## src/design/pwr_nvm_defines.svh

```systemverilog
// Offsets, field positions, reset values and timing in microseconds
`ifndef PWR_NVM_DEFINES_SVH
`define PWR_NVM_DEFINES_SVH
`define CLK_MHZ 25
`define ADDR_SPEED_COMMAND 8'h30
`define ADDR_NVM_UNLOCK_KEY 8'h31
`define ADDR_NVM_STATUS 8'h32
`define ADDR_NVM_OP_CONTROL 8'h35
`define ADDR_DRIVER_NVM_CONTROL 8'h60
`define ADDR_MOTOR_CONFIG_FIRST 8'h90
`define ADDR_MOTOR_CONFIG_LAST 8'h96
`define NVM_WORDS 7
`define KEY_CLEAR 16'h0000
`define KEY_OPEN 16'hC0DE
`define SPEED_FIELD_MSB 8
`define HOST_SPEED_BIT 15
`define MOTOR_DISABLE_BIT 15
`define STATUS_READY_BIT 0
`define STATUS_UNLOCKED_BIT 1
`define STATUS_LOWPWR_BIT 2
`define ACCESS_MODE_MASS 2'h2
`define REG_RESET 16'h0000
`define NVM_DEFAULT 16'h0000
`define T_ENTER_ANA_US 1000
`define T_ENTER_PWM_US 1000
`define T_EXIT_ANA_US 1000
`define T_EXIT_PWM_US 1000
`define T_NVM_WRITE_US 100
`endif

```

## src/design/pwr_nvm_pkg.sv

```systemverilog
// Types shared by the power state and nonvolatile access block
package pwr_nvm_pkg;
	typedef enum logic [1:0] {
		MODE_ANALOG = 2'b00,
		MODE_PWM = 2'b01,
		MODE_HOST = 2'b10
	} speed_mode_t;
	typedef enum logic [2:0] {
		ST_RELOAD = 3'b000,
		ST_ACTIVE = 3'b001,
		ST_LOWPWR = 3'b010,
		ST_MASS_READ = 3'b011,
		ST_MASS_WRITE = 3'b100
	} pwr_state_t;
	typedef struct packed {
		logic [9:0] unused;
		logic [1:0] nvm_access_mode;
		logic spare;
		logic nvm_write_not_read;
		logic nvm_reload_trigger;
		logic shadow_register_select;
	} nvm_op_t;
	typedef struct packed {
		logic [2:0] exponent;
		logic [3:0] mantissa;
	} motor_code_t;
	typedef struct packed {
		logic [7:0] addr;
		logic [15:0] wdata;
		logic wr;
		logic rd;
	} reg_req_t;
endpackage

```

## src/design/power_state_and_eeprom_access.sv

```systemverilog
// Power state control, overvoltage stop and EEPROM mass access
//
// Function
// - Overvoltage stops drive until supply falls back
// - No motor drive while in low power
// - Sleep version: regulator, I2C off, volatile reset
// - Standby version keeps regulator, I2C, registers
// - Pin modes: qualified enter and exit times
// - Host mode standby: speed field zero/non-zero qualified
// - Sleep exit only from qualified speed pin
// - Analog sleep exit uses higher threshold
// - Seven sixteen-bit nonvolatile configuration words
// - Access unlocked by key zero then code
// - Ready flag in status, polled by host
// - Mass write copies shadows, then ready set
// - Mass read loads shadows, then ready set
// - Resistance and BEMF codes, exponent and mantissa
// - Reload from EEPROM at power-on and sleep exit
// - Host-written registers override settings loaded before the write
`timescale 1ns/10ps
`include "pwr_nvm_defines.svh"

module power_state_and_eeprom_access #(
	parameter bit SLEEP_VERSION = 1'b1,
	parameter int QW = 20,
	parameter int ENTER_ANA_CYC = `T_ENTER_ANA_US * `CLK_MHZ,
	parameter int ENTER_PWM_CYC = `T_ENTER_PWM_US * `CLK_MHZ,
	parameter int EXIT_ANA_CYC = `T_EXIT_ANA_US * `CLK_MHZ,
	parameter int EXIT_PWM_CYC = `T_EXIT_PWM_US * `CLK_MHZ,
	parameter int NVM_WRITE_CYC = `T_NVM_WRITE_US * `CLK_MHZ
) (
	// Clock and reset
	input wire logic clk,
	input wire logic reset,
	// Register access from the serial interface decoder
	input wire pwr_nvm_pkg::reg_req_t reg_req,
	output logic [15:0] reg_rdata,
	output logic reg_rvalid,
	// Analog monitor and speed pin comparators
	input wire logic supply_over,
	input wire logic speed_pin_high,
	input wire logic speed_below_enter,
	input wire logic speed_above_exit_standby,
	input wire logic speed_above_exit_sleep,
	// Speed source selected by the configuration
	input wire pwr_nvm_pkg::speed_mode_t speed_mode,
	// Driver and supply control
	output logic drive_enable,
	output logic regulator_enable,
	output logic serial_enable,
	output logic low_power,
	output logic [8:0] speed_command_field,
	output pwr_nvm_pkg::motor_code_t phase_resistance_code,
	output pwr_nvm_pkg::motor_code_t bemf_constant_code
);
	localparam int WI = 3;

	// QW kept below 31 so that 2 ** QW still fits an int
	if (QW < 2 || QW > 30) begin : g_qw_check
		$error("QW out of range");
	end
	if (ENTER_ANA_CYC < 1 || ENTER_PWM_CYC < 1 ||
		EXIT_ANA_CYC < 1 || EXIT_PWM_CYC < 1 ||
		NVM_WRITE_CYC < 1 || NVM_WRITE_CYC >= 2 ** QW ||
		ENTER_ANA_CYC >= 2 ** QW || ENTER_PWM_CYC >= 2 ** QW ||
		EXIT_ANA_CYC >= 2 ** QW || EXIT_PWM_CYC >= 2 ** QW) begin : g_cyc_check
		$error("Qualification counts do not fit QW");
	end

	// Pin synchronisers, stage one read only by stage two
	logic [4:0] sync_a;
	logic [4:0] sync_b;
	always_ff @(posedge clk) begin
		if (reset) begin
			sync_a <= 5'h00;
			sync_b <= 5'h00;
		end else begin
			sync_a <= {supply_over, speed_pin_high, speed_below_enter,
				speed_above_exit_standby, speed_above_exit_sleep};
			sync_b <= sync_a;
		end
	end
	logic ov_s, pin_high_s, below_enter_s, above_sb_s, above_sl_s;
	assign {ov_s, pin_high_s, below_enter_s, above_sb_s, above_sl_s} = sync_b;

	// State
	pwr_nvm_pkg::pwr_state_t state, next_state;
	logic [15:0] speed_command, next_speed_command;
	logic [15:0] unlock_key, next_unlock_key;
	logic [15:0] op_control, next_op_control;
	logic [15:0] driver_control, next_driver_control;
	logic key_cleared, next_key_cleared;
	logic unlocked, next_unlocked;
	logic ready, next_ready;
	logic [QW-1:0] qual, next_qual;
	logic [QW-1:0] wait_cnt, next_wait_cnt;
	logic [WI-1:0] word, next_word;
	logic [15:0] shadow [`NVM_WORDS];
	logic [15:0] next_shadow [`NVM_WORDS];
	logic [15:0] nvm [`NVM_WORDS];
	logic [15:0] next_nvm [`NVM_WORDS];
	logic [15:0] next_reg_rdata;
	logic next_reg_rvalid, next_drive_enable, next_low_power;

	// Qualification condition and time for the present state
	logic cond;
	logic [QW-1:0] limit;
	logic field_zero;
	assign field_zero = speed_command[`SPEED_FIELD_MSB:0] == 9'h000;
	always_comb begin
		cond = 1'b0;
		limit = QW'(ENTER_PWM_CYC);
		if (state == pwr_nvm_pkg::ST_ACTIVE) begin
			case (speed_mode)
				pwr_nvm_pkg::MODE_ANALOG: begin
					cond = below_enter_s;
					limit = QW'(ENTER_ANA_CYC);
				end
				pwr_nvm_pkg::MODE_PWM: begin
					cond = !pin_high_s;
				end
				default: begin
					cond = SLEEP_VERSION ?
						(speed_command[`HOST_SPEED_BIT] && field_zero) :
						field_zero;
				end
			endcase
		end else if (state == pwr_nvm_pkg::ST_LOWPWR) begin
			case (speed_mode)
				pwr_nvm_pkg::MODE_ANALOG: begin
					cond = SLEEP_VERSION ? above_sl_s : above_sb_s;
					limit = QW'(EXIT_ANA_CYC);
				end
				pwr_nvm_pkg::MODE_PWM: begin
					cond = pin_high_s;
					limit = QW'(EXIT_PWM_CYC);
				end
				default: begin
					cond = SLEEP_VERSION ? (pin_high_s || above_sl_s) :
						!field_zero;
					limit = QW'(EXIT_PWM_CYC);
				end
			endcase
		end
	end

	logic host_ok, wr_any, is_shadow;
	logic [7:0] shadow_off;
	pwr_nvm_pkg::nvm_op_t op_w;
	assign host_ok = !(SLEEP_VERSION && state == pwr_nvm_pkg::ST_LOWPWR);
	assign wr_any = reg_req.wr && host_ok;
	assign shadow_off = reg_req.addr - `ADDR_MOTOR_CONFIG_FIRST;
	assign is_shadow = reg_req.addr >= `ADDR_MOTOR_CONFIG_FIRST &&
		reg_req.addr <= `ADDR_MOTOR_CONFIG_LAST;
	assign op_w = reg_req.wdata;

	always_comb begin
		next_state = state;
		next_speed_command = speed_command;
		next_unlock_key = unlock_key;
		next_op_control = op_control;
		next_driver_control = driver_control;
		next_key_cleared = key_cleared;
		next_unlocked = unlocked;
		next_ready = ready;
		next_qual = qual;
		next_wait_cnt = wait_cnt;
		next_word = word;
		next_shadow = shadow;
		next_nvm = nvm;
		next_reg_rvalid = reg_req.rd && host_ok;
		next_reg_rdata = 16'h0000;
		// Register writes; the state actions below (load of the current word, sleep-entry reset) win over them
		if (wr_any) begin
			case (reg_req.addr)
				`ADDR_SPEED_COMMAND: next_speed_command = reg_req.wdata;
				`ADDR_NVM_UNLOCK_KEY: begin
					next_unlock_key = reg_req.wdata;
					next_unlocked = key_cleared &&
						reg_req.wdata == `KEY_OPEN;
					next_key_cleared = reg_req.wdata == `KEY_CLEAR;
				end
				`ADDR_NVM_OP_CONTROL: next_op_control = reg_req.wdata;
				`ADDR_DRIVER_NVM_CONTROL: next_driver_control = reg_req.wdata;
				default: begin
					if (is_shadow) begin
						next_shadow[shadow_off[WI-1:0]] = reg_req.wdata;
					end
				end
			endcase
		end
		if (reg_req.rd && host_ok) begin
			case (reg_req.addr)
				`ADDR_SPEED_COMMAND: next_reg_rdata = speed_command;
				`ADDR_NVM_UNLOCK_KEY: next_reg_rdata = unlock_key;
				`ADDR_NVM_STATUS: begin
					next_reg_rdata[`STATUS_READY_BIT] = ready;
					next_reg_rdata[`STATUS_UNLOCKED_BIT] = unlocked;
					next_reg_rdata[`STATUS_LOWPWR_BIT] =
						state == pwr_nvm_pkg::ST_LOWPWR;
				end
				`ADDR_NVM_OP_CONTROL: next_reg_rdata = op_control;
				`ADDR_DRIVER_NVM_CONTROL: next_reg_rdata = driver_control;
				default: begin
					if (is_shadow) begin
						next_reg_rdata = shadow[shadow_off[WI-1:0]];
					end
				end
			endcase
		end
		// Qualification counter
		if (cond) begin
			next_qual = qual + QW'(1);
		end else begin
			next_qual = '0;
		end
		case (state)
			pwr_nvm_pkg::ST_RELOAD: begin
				next_shadow[word] = nvm[word];
				next_qual = '0;
				if (word == WI'(`NVM_WORDS - 1)) begin
					next_word = '0;
					next_ready = 1'b1;
					next_state = pwr_nvm_pkg::ST_ACTIVE;
				end else begin
					next_word = word + WI'(1);
				end
			end
			pwr_nvm_pkg::ST_ACTIVE: begin
				if (cond && qual == limit - QW'(1)) begin
					next_qual = '0;
					next_state = pwr_nvm_pkg::ST_LOWPWR;
					if (SLEEP_VERSION) begin
						next_speed_command = `REG_RESET;
						next_unlock_key = `REG_RESET;
						next_op_control = `REG_RESET;
						next_driver_control = `REG_RESET;
						next_key_cleared = 1'b0;
						next_unlocked = 1'b0;
					end
				end else if (wr_any && reg_req.addr == `ADDR_NVM_OP_CONTROL &&
					op_w.nvm_access_mode == `ACCESS_MODE_MASS &&
					!op_w.shadow_register_select && unlocked && ready) begin
					next_ready = 1'b0;
					next_word = '0;
					next_wait_cnt = '0;
					if (op_w.nvm_write_not_read &&
						!op_w.nvm_reload_trigger) begin
						next_state = pwr_nvm_pkg::ST_MASS_WRITE;
					end else begin
						next_state = pwr_nvm_pkg::ST_MASS_READ;
					end
				end
			end
			pwr_nvm_pkg::ST_LOWPWR: begin
				if (cond && qual == limit - QW'(1)) begin
					next_qual = '0;
					next_state = SLEEP_VERSION ? pwr_nvm_pkg::ST_RELOAD :
						pwr_nvm_pkg::ST_ACTIVE;
				end
			end
			pwr_nvm_pkg::ST_MASS_READ: begin
				next_qual = '0;
				next_shadow[word] = nvm[word];
				if (word == WI'(`NVM_WORDS - 1)) begin
					// Index back to zero so a later reload covers all words
					next_word = '0;
					next_ready = 1'b1;
					next_state = pwr_nvm_pkg::ST_ACTIVE;
				end else begin
					next_word = word + WI'(1);
				end
			end
			pwr_nvm_pkg::ST_MASS_WRITE: begin
				// shadow to nonvolatile, timed per word
				next_qual = '0;
				if (wait_cnt == QW'(NVM_WRITE_CYC - 1)) begin
					next_wait_cnt = '0;
					next_nvm[word] = shadow[word];
					if (word == WI'(`NVM_WORDS - 1)) begin
						next_word = '0;
						next_ready = 1'b1;
						next_state = pwr_nvm_pkg::ST_ACTIVE;
					end else begin
						next_word = word + WI'(1);
					end
				end else begin
					next_wait_cnt = wait_cnt + QW'(1);
				end
			end
			default: next_state = pwr_nvm_pkg::ST_RELOAD;
		endcase
		next_drive_enable = !ov_s && !driver_control[`MOTOR_DISABLE_BIT] &&
			next_state != pwr_nvm_pkg::ST_LOWPWR &&
			next_state != pwr_nvm_pkg::ST_RELOAD;
		next_low_power = next_state == pwr_nvm_pkg::ST_LOWPWR;
	end

	always_ff @(posedge clk) begin
		if (reset) begin
			state <= pwr_nvm_pkg::ST_RELOAD;
			speed_command <= `REG_RESET;
			unlock_key <= `REG_RESET;
			op_control <= `REG_RESET;
			driver_control <= `REG_RESET;
			key_cleared <= 1'b0;
			unlocked <= 1'b0;
			ready <= 1'b0;
			qual <= '0;
			wait_cnt <= '0;
			word <= '0;
			reg_rdata <= 16'h0000;
			reg_rvalid <= 1'b0;
			drive_enable <= 1'b0;
			low_power <= 1'b0;
			regulator_enable <= 1'b1;
			serial_enable <= 1'b1;
			speed_command_field <= 9'h000;
			phase_resistance_code <= '0;
			bemf_constant_code <= '0;
		end else begin
			state <= next_state;
			speed_command <= next_speed_command;
			unlock_key <= next_unlock_key;
			op_control <= next_op_control;
			driver_control <= next_driver_control;
			key_cleared <= next_key_cleared;
			unlocked <= next_unlocked;
			ready <= next_ready;
			qual <= next_qual;
			wait_cnt <= next_wait_cnt;
			word <= next_word;
			reg_rdata <= next_reg_rdata;
			reg_rvalid <= next_reg_rvalid;
			drive_enable <= next_drive_enable;
			low_power <= next_low_power;
			// sleep drops supply and serial; standby keeps
			regulator_enable <= !(SLEEP_VERSION && next_low_power);
			serial_enable <= !(SLEEP_VERSION && next_low_power);
			speed_command_field <= next_speed_command[`SPEED_FIELD_MSB:0];
			phase_resistance_code <= next_shadow[0][6:0];
			bemf_constant_code <= next_shadow[1][6:0];
		end
	end

	// seven words of storage in flip-flops
	genvar gi;
	generate
		for (gi = 0; gi < `NVM_WORDS; gi++) begin : g_word
			always_ff @(posedge clk) begin
				if (reset) begin
					nvm[gi] <= `NVM_DEFAULT;
					shadow[gi] <= `NVM_DEFAULT;
				end else begin
					nvm[gi] <= next_nvm[gi];
					shadow[gi] <= next_shadow[gi];
				end
			end
		end
	endgenerate
endmodule // power_state_and_eeprom_access

```

## config.mk

```make
export PLATFORM = sky130hd
export DESIGN_NAME = power_state_and_eeprom_access
export DESIGN_NICKNAME = d
export VERILOG_FILES = /design/src/design/pwr_nvm_pkg.sv /design/src/design/power_state_and_eeprom_access.sv
export VERILOG_INCLUDE_DIRS = /design/src /design/src/design
export SDC_FILE = /design/constraint.sdc
export NUM_CORES = 1
export LEC_CHECK = 0
export BUFFER_PORTS_ARGS = -buffer_cell sky130_fd_sc_hd__buf_2
export CORE_MARGIN = 3
export CORE_UTILIZATION = 35
export DETAILED_ROUTE_END_ITERATION = 7
export REMOVE_ABC_BUFFERS = 1
export SLEW_MARGIN = 10
export SYNTH_ARGS = -nofsm -noshare
export SYNTH_HDL_FRONTEND = slang
export SYNTH_SLANG_ARGS = --single-unit
```

## constraint.sdc

```tcl
create_clock -name clk -period 2.8 [get_ports clk]
set_input_delay 0.84 -clock clk [delete_from_list [all_inputs] [get_ports clk]]
set_output_delay 0.84 -clock clk [all_outputs]
set_load 0.01 [all_outputs]
```

==> results.txt, run 1 <==
- Worst Path Max Fanout: 21
- Die outline area: 52800 µm²
* Reported leakage power: 7.31 nW
* Run status: completed
- # port buffers: 77
- Internal power comes to 9.30 mW.
- Cell Rows: 81
- The design draws 12.4 mW.
* Final-stage net count: 2177
- Highest Clock Rate: 367 MHz
- The clock reaches the later pin of the worst-skew pair after 0.57 ns.
* H-tree levels: 2
- Antenna violations before repair: 0
* Global-route usage over all layers: 22.2%
- Setup violations remaining at the end of the flow were counted as 0.
* Unique masters post-synth: 72
* Ratio of final minimum period to clock period: 97.3%
- After synthesis, the mean cell area works out to 8.55 µm².
* Die extent in y: 230 µm
* Fraction of power spent switching nets: 25.3%
- The startpoint identified for the worst hold timing path is sync_a[4].
- Largest area contributor in the synthesized netlist: sky130_fd_sc_hd__dfxtp_1
* Worst flop-to-flop path startpoint: word[1]
* Number of placed I/O pins: 79
- Syn-to-layout area delta: 20.0%
- In this run the power spent charging and discharging nets is 3.15 mW.
- Traced cell by cell, the critical path runs through inv_2 -> buf_4 -> nor3_1 -> buf_4 -> a22oi_1 -> nand2_1 -> a21oi_1 -> a211oi_1.
* Clock tree from TritonCTS: yes
- In the routed design, unresolved DRC markers number 0.
- Largest vdd supply drop: 0.000391 V
* Layout filler cell count: 4811
- Detail-routed net length per standard cell: 21.3 µm
- The worst hold path belongs to the class reg -> reg.
- Reg-to-reg critical path endpoint: shadow[71]
* Required time of the critical path: 3.21 ns
- For this run the aggregate overflow at the end of global routing stands at 0.
* Vias: 16200
- Maximum number of pins on one net before global-route repair: 160
* Reg2Reg Depth: 8
- After detailed routing, the total wire length is 60.4 mm.
- Setup Skew: 0.0206 ns
* EDFF count, synth: 0
- Endpoint kind of the worst setup timing path: flip-flop
- After synthesis the netlist holds a flip-flop and latch count of 365.
* Commonest cells post-synth: sky130_fd_sc_hd__dfxtp_1, sky130_fd_sc_hd__nor2_1, sky130_fd_sc_hd__a211oi_1, sky130_fd_sc_hd__nand2_1, sky130_fd_sc_hd__clkbuf_1
- At the end of routability-driven placement, the weighted congestion stood at 0.929.
- Number of sinks handled by clock tree synthesis: 365
- Per report_power, the clock group accounts for 46.2% of the total.
* Maximum count of clock buffers along a single path: 3
- Antenna-violating nets left: 0
- Multi-input logic area: 9340 µm²
- Hold Crit Depth: 1
- Cell Count, Final, Fillers Out: 2835
* Crit-path slowest cell: sky130_fd_sc_hd__a21oi_1
* Worst path most repeated cell: sky130_fd_sc_hd__buf_4
* Core Region: 49200 µm²
- Clock Root Buffer: sky130_fd_sc_hd__clkbuf_16
* Family with the most delay on the worst path: compound AO/OA/AOI/OAI gates
- The first TritonRoute pass finished after 6 iterations.
- For the pin with the worst max-slew slack, the measured transition is 1.17 ns.
- Yosys printed 0 warnings.
- Register area share after synthesis: 41.7%
* Share of final-layout standard cells stronger than drive strength 1: 20.4%
- Counting I/O delays and the setup requirement, the final critical path takes 2.72 ns.
- Antenna diode count: 0
- Final hold analysis gives a worst-case slack of 0.450 ns.
* Clock-pin slew of the registers on the worst-case setup and hold paths: 0.06 ns
- The final hold violation count came to 0.
- Sequential cells burn 43.7% of the power.
- Proportion of power drawn by combinational gates: 10.1%
- Delay of the slowest cell on the worst path: 0.74 ns
- After clock tree synthesis, the setup repair step added 0 buffers.
- By area the synthesized netlist is led by sky130_fd_sc_hd__dfxtp_1, sky130_fd_sc_hd__a211oi_1, sky130_fd_sc_hd__nor2_1.
- The worst setup path is of the reg -> reg kind.
- The max-slew violation total from the final report is 0.
- Counting tap cells, the placed design contains a total of 2761 instances.
- Post-DR vias/cell: 5.73
* Share of synthesized registers carrying an async set or reset: 0%
- The critical path contains buffers and inverters numbering 3 combined.
- Across the run, the number of max-cap violations was 0.
- Most frequently used flop master after synthesis: sky130_fd_sc_hd__dfxtp_1
* Die extent in x: 230 µm
- First-pass GRT wire length: 92.5 mm
- STA classifies the critical path startpoint as a flip-flop.
- Headroom to the max-slew limit came out at 22.0%.
- For flop-to-flop paths, the worst setup slack is 0.08 ns.
* Gate count of the mapped netlist: 2048
* Number of CTS-inserted buffers: 41
- The first routing iteration left 1674 violations.
- Summing all flip-flop and latch instances after layout gives 7310 µm².
* Number of global-route vias before repair: 15600
- Fraction of post-synthesis cell area in the top cell type by area: 41.7%
* Hold EP: sync_b[4]
- At the worst endpoint, the arrival time is 3.14 ns.
- Initial standard-cell utilization of the core: 35.6%
- The most common cell in the synthesized netlist is sky130_fd_sc_hd__dfxtp_1.
- Total power per unit cell area: 592 nW/µm²
- The critical path starts at word[1].
- Netlist area before placement: 17500 µm²
- Summed over all nets, the half-perimeter wirelength after detailed placement is 40.9 mm.
- RSZ-0062 raised after global routing: no
## state kept, by name, summed over array words and instances, names as in the netlist
register	cells
nvm	112
shadow	102
qual	20
wait_cnt	20
driver_control	16
op_control	16
reg_rdata	16
unlock_key	16
speed_command	8
speed_command_field	8
bemf_constant_code	5
phase_resistance_code	5
sync_a	4
sync_b	4
state	3
word	3
drive_enable	1
key_cleared	1
low_power	1
ready	1
reg_rvalid	1
serial_enable	1
unlocked	1
## cell families after synthesis
family                     count (synthesis)  synth area share [%]
buffers and inverters                    214                  5.46
xor gates and xnor gates                  19                 0.950
AOI/OAI and AO/OA                        577                  22.4
adders and majority gates                  2                 0.143
DFF                                      365                  41.7
muxes                                    181                  11.1
and+or+nand+nor                          690                  18.2
## cell usage in the layout, fill, tap and decap left out, types with 32 or more instances in the layout
master	count
sky130_fd_sc_hd__a21oi_1	129
sky130_fd_sc_hd__nand2_1	210
sky130_fd_sc_hd__mux2i_1	85
sky130_fd_sc_hd__a211oi_1	211
sky130_fd_sc_hd__mux2_2	74
sky130_fd_sc_hd__buf_4	148
sky130_fd_sc_hd__buf_2	76
sky130_fd_sc_hd__a22oi_1	63
sky130_fd_sc_hd__nor2b_1	38
sky130_fd_sc_hd__dfxtp_1	362
sky130_fd_sc_hd__clkbuf_16	44
sky130_fd_sc_hd__nor2_1	275
sky130_fd_sc_hd__o22ai_1	32
sky130_fd_sc_hd__o21ai_0	46
## cell type report
cell class | count | share of cell area (%)
clock buffers | 60 | 5.91
clock inverters | 14 | 0.970
inverters | 11 | 0.196
multi-input cells | 1469 | 44.5
flip-flops and latches | 365 | 34.8
well taps | 664 | 3.95
repair buffers | 252 | 9.72
## stage by stage
step / utilization, % / cell area, µm² / TNS, ns / worst slack [ns]
detailed placement: 39.8 / 19500 / -26.34 / -0.306
finish: 42.8 / 21000 / 0 / 0.0766
CTS: 42.7 / 21000 / 0 / 0.0649
floorplan: - / 16600 / -251.36 / -1.28
global route: 42.8 / 21000 / 0 / 0.000649
global placement: 39.8 / 19500 / -24.53 / -0.289
## worst max path at each step
stage	cells after the start	to	slack, ns
after floorplan	3	phase_resistance_code[5]	-1.28
final	8	shadow[71]	0.08
after CTS	5	shadow[60]	0.06
after global placement	8	shadow[44]	-0.29
after detailed placement	10	shadow[20]	-0.31
after global routing	6	nvm[74]	0.0006
## power groups by stage
stage | Combinational [mW] | Clock [mW] | Sequential (mW)
floorplan | 0.565 | 0 | 5.52
CTS | 1.23 | 5.85 | 5.43
global route | 1.34 | 6.05 | 5.44
global placement | 1.20 | 0 | 5.54
finish | 1.26 | 5.75 | 5.43
detailed placement | 1.22 | 0 | 5.54
## layer usage
layer	part of all wire [%]	vias to the layer above	routed length, µm	track usage [%]
met1	44	7724	26300	29.8
met2	44	735	26900	35.3
met4	3.7	0	2220	9.08
met3	8.3	143	5020	4.01
li1	-	7629	-	-
met5	0	-	0	0
## what timing repair did
action | CTS | global route
gates cloned | 0 | 0
gates resized for setup | 2 | 4
hold buffers | 0 | 0
endpoints found under the setup margin | 16 | 52
(Power assumes the default switching activity.)
==> run 2: changes to the inputs <==
Settings changed: CORE_MARGIN 3 to 2, CTS_CLUSTER_SIZE set to 25.
==> run 2 against run 1 <==
  * Count of clock-buffer cells in the layout grew 1
  * Clock skew shrank 0.0032 ns
  * Cell count grew 0.63%
  * Via count grew 1.6%
  * Clock power shrank 4.7%
  * Critical path depth shrank 2
  * Fmax grew 1.8%
  * Non-clock buffer count grew 17
  * Sequential power is essentially flat
  * Highest routed layer is now met5
==> results.txt, run 2 (synthesis gave the netlist of run 1 again) <==
- The flow ran to the end, and the final reports show no timing, DRC or antenna violations.
- The number of setup violations in the final report came to 0 (unchanged).
* Share of final-layout standard cells stronger than drive strength 1: 20.9% (+0.47 points)
- In this design, the largest share of critical-path delay is due to compound AO/OA/AOI/OAI gates.
- Clock tree from TritonCTS: yes
- Post-DR vias/cell: 5.78 (+1.0%)
* Final Slew Violations: 0 (unchanged)
- The final hold violation count is 0 (unchanged).
- The initial antenna violation count came to 1 (+1).
- Reported leakage power: 7.35 nW (+0.54%)
* Clock Root Buffer: sky130_fd_sc_hd__clkbuf_16
- The largest driver fanout on the critical path was 20 (-4.8%).
- Sum of negative setup slack: 0 ns (unchanged)
* Syn-to-layout area delta: 20.0% (about the same)
* Ratio of final minimum period to clock period: 95.5% (-1.7 points)
- The cell-internal power was 9.02 mW (-2.9%).
- The area used by multi-input combinational logic was 9320 µm² (-0.20%).
- Most used cells in the layout excluding fill and tap cells: sky130_fd_sc_hd__dfxtp_1, sky130_fd_sc_hd__nor2_1, sky130_fd_sc_hd__a211oi_1
* Category of the critical setup timing path: reg -> reg
- The count of antenna diodes in the layout came to 0 (unchanged).
- Largest register by flop count: nvm
- Die extent in x: 228 µm (-0.87%)
* Global-route usage over all layers: 22.6% (+0.37 points)
* Cell Count, Final, Fillers Out: 2853 (+0.63%)
- The peak supply drop is 0.000326 V (-17%).
- The signal on the critical path passes through buf_4 -> nor2_1 -> a222oi_1 -> o221ai_1 -> nor2_1 -> a211oi_1.
- Bufs and invs on worst path: 1 (-2)
- Initial standard-cell utilization of the core: 35.6% (unchanged)
- Worst EP arrival: 3.13 ns (about the same)
* Largest register FFs: 112 (unchanged)
* Placed cell count: 2778 (+0.62%)
- First DRT Iteration DRCs: 1728 (+3.2%)
- Number of global-route vias before repair: 15700 (+0.20%)
- Fraction of power spent switching nets: 25.9% (+0.62 points)
* Power share of the sequential group: 44.7% (+1.0 points)
* Die extent in y: 228 µm (-0.87%)
* Max transition margin: 34.0% (+12 points)
- Total power of the final layout: 12.2 mW (-2.1%)
- The average detailed-routed wire length per instance was 21.1 µm (-0.95%).
* Worst Max-Slew Pin Slew: 0.986 ns (-0.183 ns)
* DP Wirelength: 40.4 mm (-1.3%)
* Clock-pin slew of the registers on the worst-case setup and hold paths: 0.06 ns (about the same)
* Clk Latency, worst-skew pair: 0.57 ns (about the same)
- H-tree levels: 2 (unchanged)
- RSZ-0062 raised after global routing: no
* First-pass GRT wire length: 92.9 mm (+0.45%)
- Post-route DRC violation count: 0 (unchanged)
- In the final layout, the registers with the most flip-flops are nvm: 112 flops, shadow: 102 flops.
* Endpoint kind of the worst setup timing path: flip-flop
- The number of input and output port buffers inserted is 77 (unchanged).
* Detailed-routing iteration count for the pre-antenna-repair pass: 5 (-1)
- Number of max-cap violations: 0 (unchanged)
- Vias: 16500 (+1.6%)
* Maximum number of pins on one net before global-route repair: 162 (+1.3%)
- The row count was 81 (unchanged).
- The total area of sequential cells came to 7310 µm² (unchanged).
- Crit-path slowest cell: sky130_fd_sc_hd__nor2_1
- The number of buffers added to fix hold violations after cts was 0 (unchanged).
- Fin crit period: 2.67 ns (-0.0486 ns)
* Number of sinks handled by clock tree synthesis: 365 (unchanged)
- Setup Skew: 0.0175 ns (-0.00318 ns)
- STA classifies the critical path startpoint as a flip-flop.
* Worst min path class: reg -> reg
* Final-stage net count: 2195 (+0.83%)
* Core Region: 49200 µm² (unchanged)
- The total of cells resized after clock tree synthesis came to 0 (-2).
* Proportion of power drawn by combinational gates: 10.3% (+0.2 points)
- Layout filler cell count: 4839 (+0.58%)
- Overflow left after global routing: 0 (unchanged)
- The cell that appears most often on the critical path is sky130_fd_sc_hd__nor2_1.
- The maximum frequency from static timing analysis is 374 MHz (+1.8%).
* Net switching power figure: 3.16 mW (+0.26%)
- The data required time at the worst endpoint was 3.26 ns (+0.05 ns).
* Weighted congestion reported at the end of routability-driven placement: 0.928 (-0.14%)
- Maximum count of clock buffers along a single path: 3 (unchanged)
* Number of CTS-inserted buffers: 42 (+2.4%)
- The total power divided by cell area is 579 nW/µm² (-2.2%).
- The count of antenna-violating nets left after detailed routing is 0 (unchanged).
- The part of the power in the clock network was 45.0% (-1.2 points).
- Number of placed I/O pins: 79 (unchanged)
* Die outline area: 51900 µm² (-1.7%)
- Total wire length after detailed routing: 60.3 mm (-0.32%)
- The library cell used most frequently in the layout, excluding fill and tap cells, is sky130_fd_sc_hd__dfxtp_1.
- Number of setup buffers added after CTS: 0 (unchanged)
- Delay of the slowest cell on the worst path: 0.76 ns (+0.02 ns)
==> run 2: final timing paths <==
kind	startpoint	to	slack, ns	cells past startpoint
setup reg to reg	word[1]	shadow[43]	0.13	6
setup / recovery	word[1]	shadow[43]	0.13	6
hold reg to reg	sync_a[3]	sync_b[3]	0.44	1
hold / removal	sync_a[3]	sync_b[3]	0.44	1
==> run 2: final cells by class <==
| type | instances | area share (%) |
|---|---|---|
| multi-input combinational | 1469 | 44.4 |
| sequential | 365 | 34.8 |
| timing repair buffer | 269 | 10.2 |
| clock buffer | 61 | 5.92 |
| tap | 664 | 3.95 |
| clock inverter | 14 | 0.589 |
| inverter | 11 | 0.196 |
==> run 2: metal layers <==
| layer | routed length, µm | GRT usage (%) | up-vias |
|---|---|---|---|
| met1 | 26900 | 31.0 | 7979 |
| met5 | 10 | 0 | - |
| met3 | 4910 | 4.37 | 131 |
| met2 | 26700 | 35.4 | 715 |
| li1 | - | - | 7671 |
| met4 | 1730 | 7.77 | 2 |
==> run 2: power groups by stage <==
stage          Combinational [mW]  Sequential (mW)  Clock, mW
2_1_floorplan               0.565             5.52          0
3_3_place_gp                 1.20             5.54          0
3_5_place_dp                 1.22             5.55          0
4_1_cts                      1.23             5.43       5.57
5_1_grt                      1.34             5.45       5.77
6_report                     1.26             5.44       5.48
==> run 2: metrics by stage <==
stage / instance area, µm² / worst slack (ns) / hold WS, ns / util [%]
after floorplan: 16600 / -1.28 / 0.414 / -
after global placement: 19600 / -0.293 / 0.424 / 40.0
after detailed placement: 19600 / -0.285 / 0.424 / 40.0
after CTS: 21000 / 0.156 / 0.444 / 42.8
after global routing: 21000 / 0.00243 / 0.451 / 42.8
final: 21000 / 0.125 / 0.439 / 42.8
==> run 3: changes to the inputs <==
Settings changed: REMOVE_ABC_BUFFERS 1 to not set.
==> run 3 against run 2 <==
  * Via count decreased by 1.4%
  * Fmax decreased by 1.2%
  * First-iteration DRC count decreased by 6.4%
  * Final area shrank 0.17%
  * Clock skew is 0.013 ns higher
  * Count of clock-buffer cells in the layout shrank 3
  * Critical endpoint is now shadow[63]
  * Highest routed layer is now met4
==> results.txt, run 3 (synthesis gave the netlist of run 1 again) <==
- The number of nets handed over by synthesis was 2085.
* Hold violation total from the final report: 0 (unchanged)
* First-pass GRT wire length: 92.0 mm (-0.94%)
* Clock tree from TritonCTS: yes
* Post-route DRC violation count: 0 (unchanged)
* Endpoint kind of the worst setup timing path: flip-flop
- The final critical-path required period is 2.71 ns (+0.0321 ns).
- Worst path most repeated cell: sky130_fd_sc_hd__a211oi_1
- In the final layout, the registers with the most flip-flops are nvm: 112 flops, shadow: 102 flops.
- The tree is rooted in a sky130_fd_sc_hd__clkbuf_16.
- The data required time at the worst endpoint was 3.27 ns (about the same).
- The max-slew violation total from the final report is 0 (unchanged).
- The floorplan core area was 49200 µm² (unchanged).
* Worst Max-Slew Pin Slew: 1.06 ns (+0.0713 ns)
* Total power of the final layout: 12.3 mW (+0.73%)
- Setup repair after global routing left no endpoint under its margin.
* Detail-routed net length per standard cell: 21.2 µm (+0.25%)
- The count of placed standard cells in the final layout, fillers left out was 2836 (-0.60%).
* Detailed-routing iteration count for the pre-antenna-repair pass: 5 (unchanged)
* Die outline area: 51900 µm² (unchanged)
* Total power per unit cell area: 585 nW/µm² (+0.91%)
* Crit-path slowest cell: sky130_fd_sc_hd__nor2b_1
* Run status: completed
- The flip-flop count of the largest register, all copies and words added came to 112 (unchanged).
- Leaving out fill and tap cells, the most frequent cell in the layout is sky130_fd_sc_hd__dfxtp_1.
- Die extent in x: 228 µm (unchanged)
- Hold_buf cts: 0 (unchanged)
* Most used routing layer in global routing: met2
* Maximum count of clock buffers along a single path: 3 (unchanged)
* Initial standard-cell utilization of the core: 35.6% (unchanged)
- STA classifies the critical path startpoint as a flip-flop.
- The number of input and output port buffers inserted came to 77 (unchanged).
* Category of the critical setup timing path: reg -> reg
- The peak supply drop is 0.000389 V (+19%).
- The net total in the final layout came to 2176 (-0.87%).
- The insertion delay of the later-clocked pin in the worst-skew pair was 0.59 ns (+0.02 ns).
- The met2 track demand over resource in global routing was 35.1% (-0.37 points).
- Cell Rows: 81 (unchanged)
- From synthesis to final layout, the design area changed by 19.8%.
- Worst Path Max Fanout: 26 (+30%)
* Global-route usage over all layers: 22.4% (-0.22 points)
- The max capacitance violation total came to 0 (unchanged).
* Ratio of final minimum period to clock period: 96.7% (+1.1 points)
* Placed cell count: 2760 (-0.65%)
- The initial antenna violation count is 2 (+1).
* Highest Clock Rate: 369 MHz (-1.2%)
- Largest register by flop count: nvm
- Number of global-route vias before repair: 15600 (-0.56%)
* Layout filler cell count: 4807 (-0.66%)
- Vias: 16300 (-1.4%)
- Final standard cell utilization of the core: 42.7% (-0.074 points)
- Die extent in y: 228 µm (unchanged)
- Post-DR vias/cell: 5.73 (-0.83%)
- Weighted congestion reported at the end of routability-driven placement: 0.888 (-4.2%)
- The worst slew slack as a fraction of its limit came to 27.7% (-6.3 points).
* Clock-pin slew of the registers on the worst-case setup and hold paths: 0.06 ns (about the same)
- The tightest min-delay check is of the reg -> reg type.
- The global routing met1 resource utilization was 29.4% (-1.6 points).
- Total wire length after detailed routing: 60.0 mm (-0.35%)
- Maximum number of pins on one net before global-route repair: 157 (-3.1%)
* Routing usage on met3: 5.03% (+0.66 points)
- First DRT Iteration DRCs: 1618 (-6.4%)
* Reported leakage power: 7.29 nW (-0.77%)
* H-tree levels: 2 (unchanged)
* DP Wirelength: 39.4 mm (-2.5%)
- In the layout the commonest cells are sky130_fd_sc_hd__dfxtp_1, sky130_fd_sc_hd__nor2_1, sky130_fd_sc_hd__a211oi_1.
* Delay of the slowest cell on the worst path: 0.82 ns (+0.06 ns)
* Worst EP arrival: 3.18 ns (+0.05 ns)
- Antenna-violating nets left: 0 (unchanged)
- Share of final-layout standard cells stronger than drive strength 1: 20.5% (-0.42 points)
* Worst path cell trace: nor2b_1 -> nand2_1 -> nor2_2 -> buf_4 -> a211oi_1 -> a211oi_1
- The number of setup violations in the final report came to 0 (unchanged).
- Number of sinks handled by clock tree synthesis: 365 (unchanged)
- The clock tree skew after final layout was 0.0307 ns (+0.0132 ns).
- The total overflow reported by the global router was 0 (unchanged).
- The number of buffers created by CTS was 41 (-2.4%).
* Number of placed I/O pins: 79 (unchanged)
[run 3: changes by cell type in the layout (fill, tap and decap cells not counted), moves of 2 or more]
cell,delta
sky130_fd_sc_hd__buf_12,+3
sky130_fd_sc_hd__buf_4,-21
sky130_fd_sc_hd__clkbuf_1,-2
sky130_fd_sc_hd__clkinv_2,-4
sky130_fd_sc_hd__clkinvlp_4,+3
sky130_fd_sc_hd__diode_2,+2
sky130_fd_sc_hd__mux2_1,-4
sky130_fd_sc_hd__mux2_4,+4
sky130_fd_sc_hd__o21ai_0,-7
sky130_fd_sc_hd__o21ai_1,+7
[run 3: cell type report]
class	count	area, µm²	share of cell area [%]
diodes	2	5.00	0.0238
clock buffers	58	1210	5.77
clock inverters	16	195	0.930
inverters	11	41.3	0.197
multi-input cells	1469	9340	44.5
flip-flops and latches	365	7310	34.8
well taps	664	831	3.96
repair buffers	251	2050	9.76
[run 3: report_power, final]
part	total [mW]	leakage (nW)	switching (mW)	internal, mW
registers	5.43	2.95	0.128	5.30
logic	1.23	3.65	0.791	0.442
clock network	5.60	0.687	2.30	3.31
[run 3: metrics by stage]
stage	setup WS (ns)	instance area, µm²	hold slack [ns]	setup TNS (ns)
floorplan	-0.134	17600	0.414	-2.12
global placement	-0.260	19600	0.428	-14.94
detailed placement	-0.270	19600	0.441	-17.91
CTS	0.150	21000	0.444	0
global route	0.00960	21000	0.469	0
finish	0.0931	21000	0.435	0
[run 3: timing repair]
action,CTS,global route
setup endpoints to repair,0,2
endpoints found under the hold margin,0,0
resized for setup,0,1
setup buffers,0,0
[run 3: path summary, 6_finish.rpt]
path / startpoint / cells after the start / slack (ns) / end
hold / removal: sync_a[4] / 1 / 0.44 / sync_b[4]
hold reg to reg: sync_a[4] / 1 / 0.44 / sync_b[4]
setup reg to reg: word[2] / 6 / 0.09 / shadow[63]
setup / recovery: word[2] / 6 / 0.09 / shadow[63]
[run 3: critical path, delay by kind of cell (launching register included)]
| family | cells | cell delay, ns |
|---|---|---|
| simple gates | 3 | 1.36 |
| flops | 1 | 0.56 |
| buf+inv | 1 | 0.34 |
| compound gates | 2 | 0.31 |
[run 3: metal layers]
layer  share of wire (%)  vias up  routed length [µm]
met5                   0        -                   0
met4                 4.2        0                2520
met3                 8.1      169                4880
met2                  44      688               26600
met1                  43     7789               26100
li1                    -     7618                   -
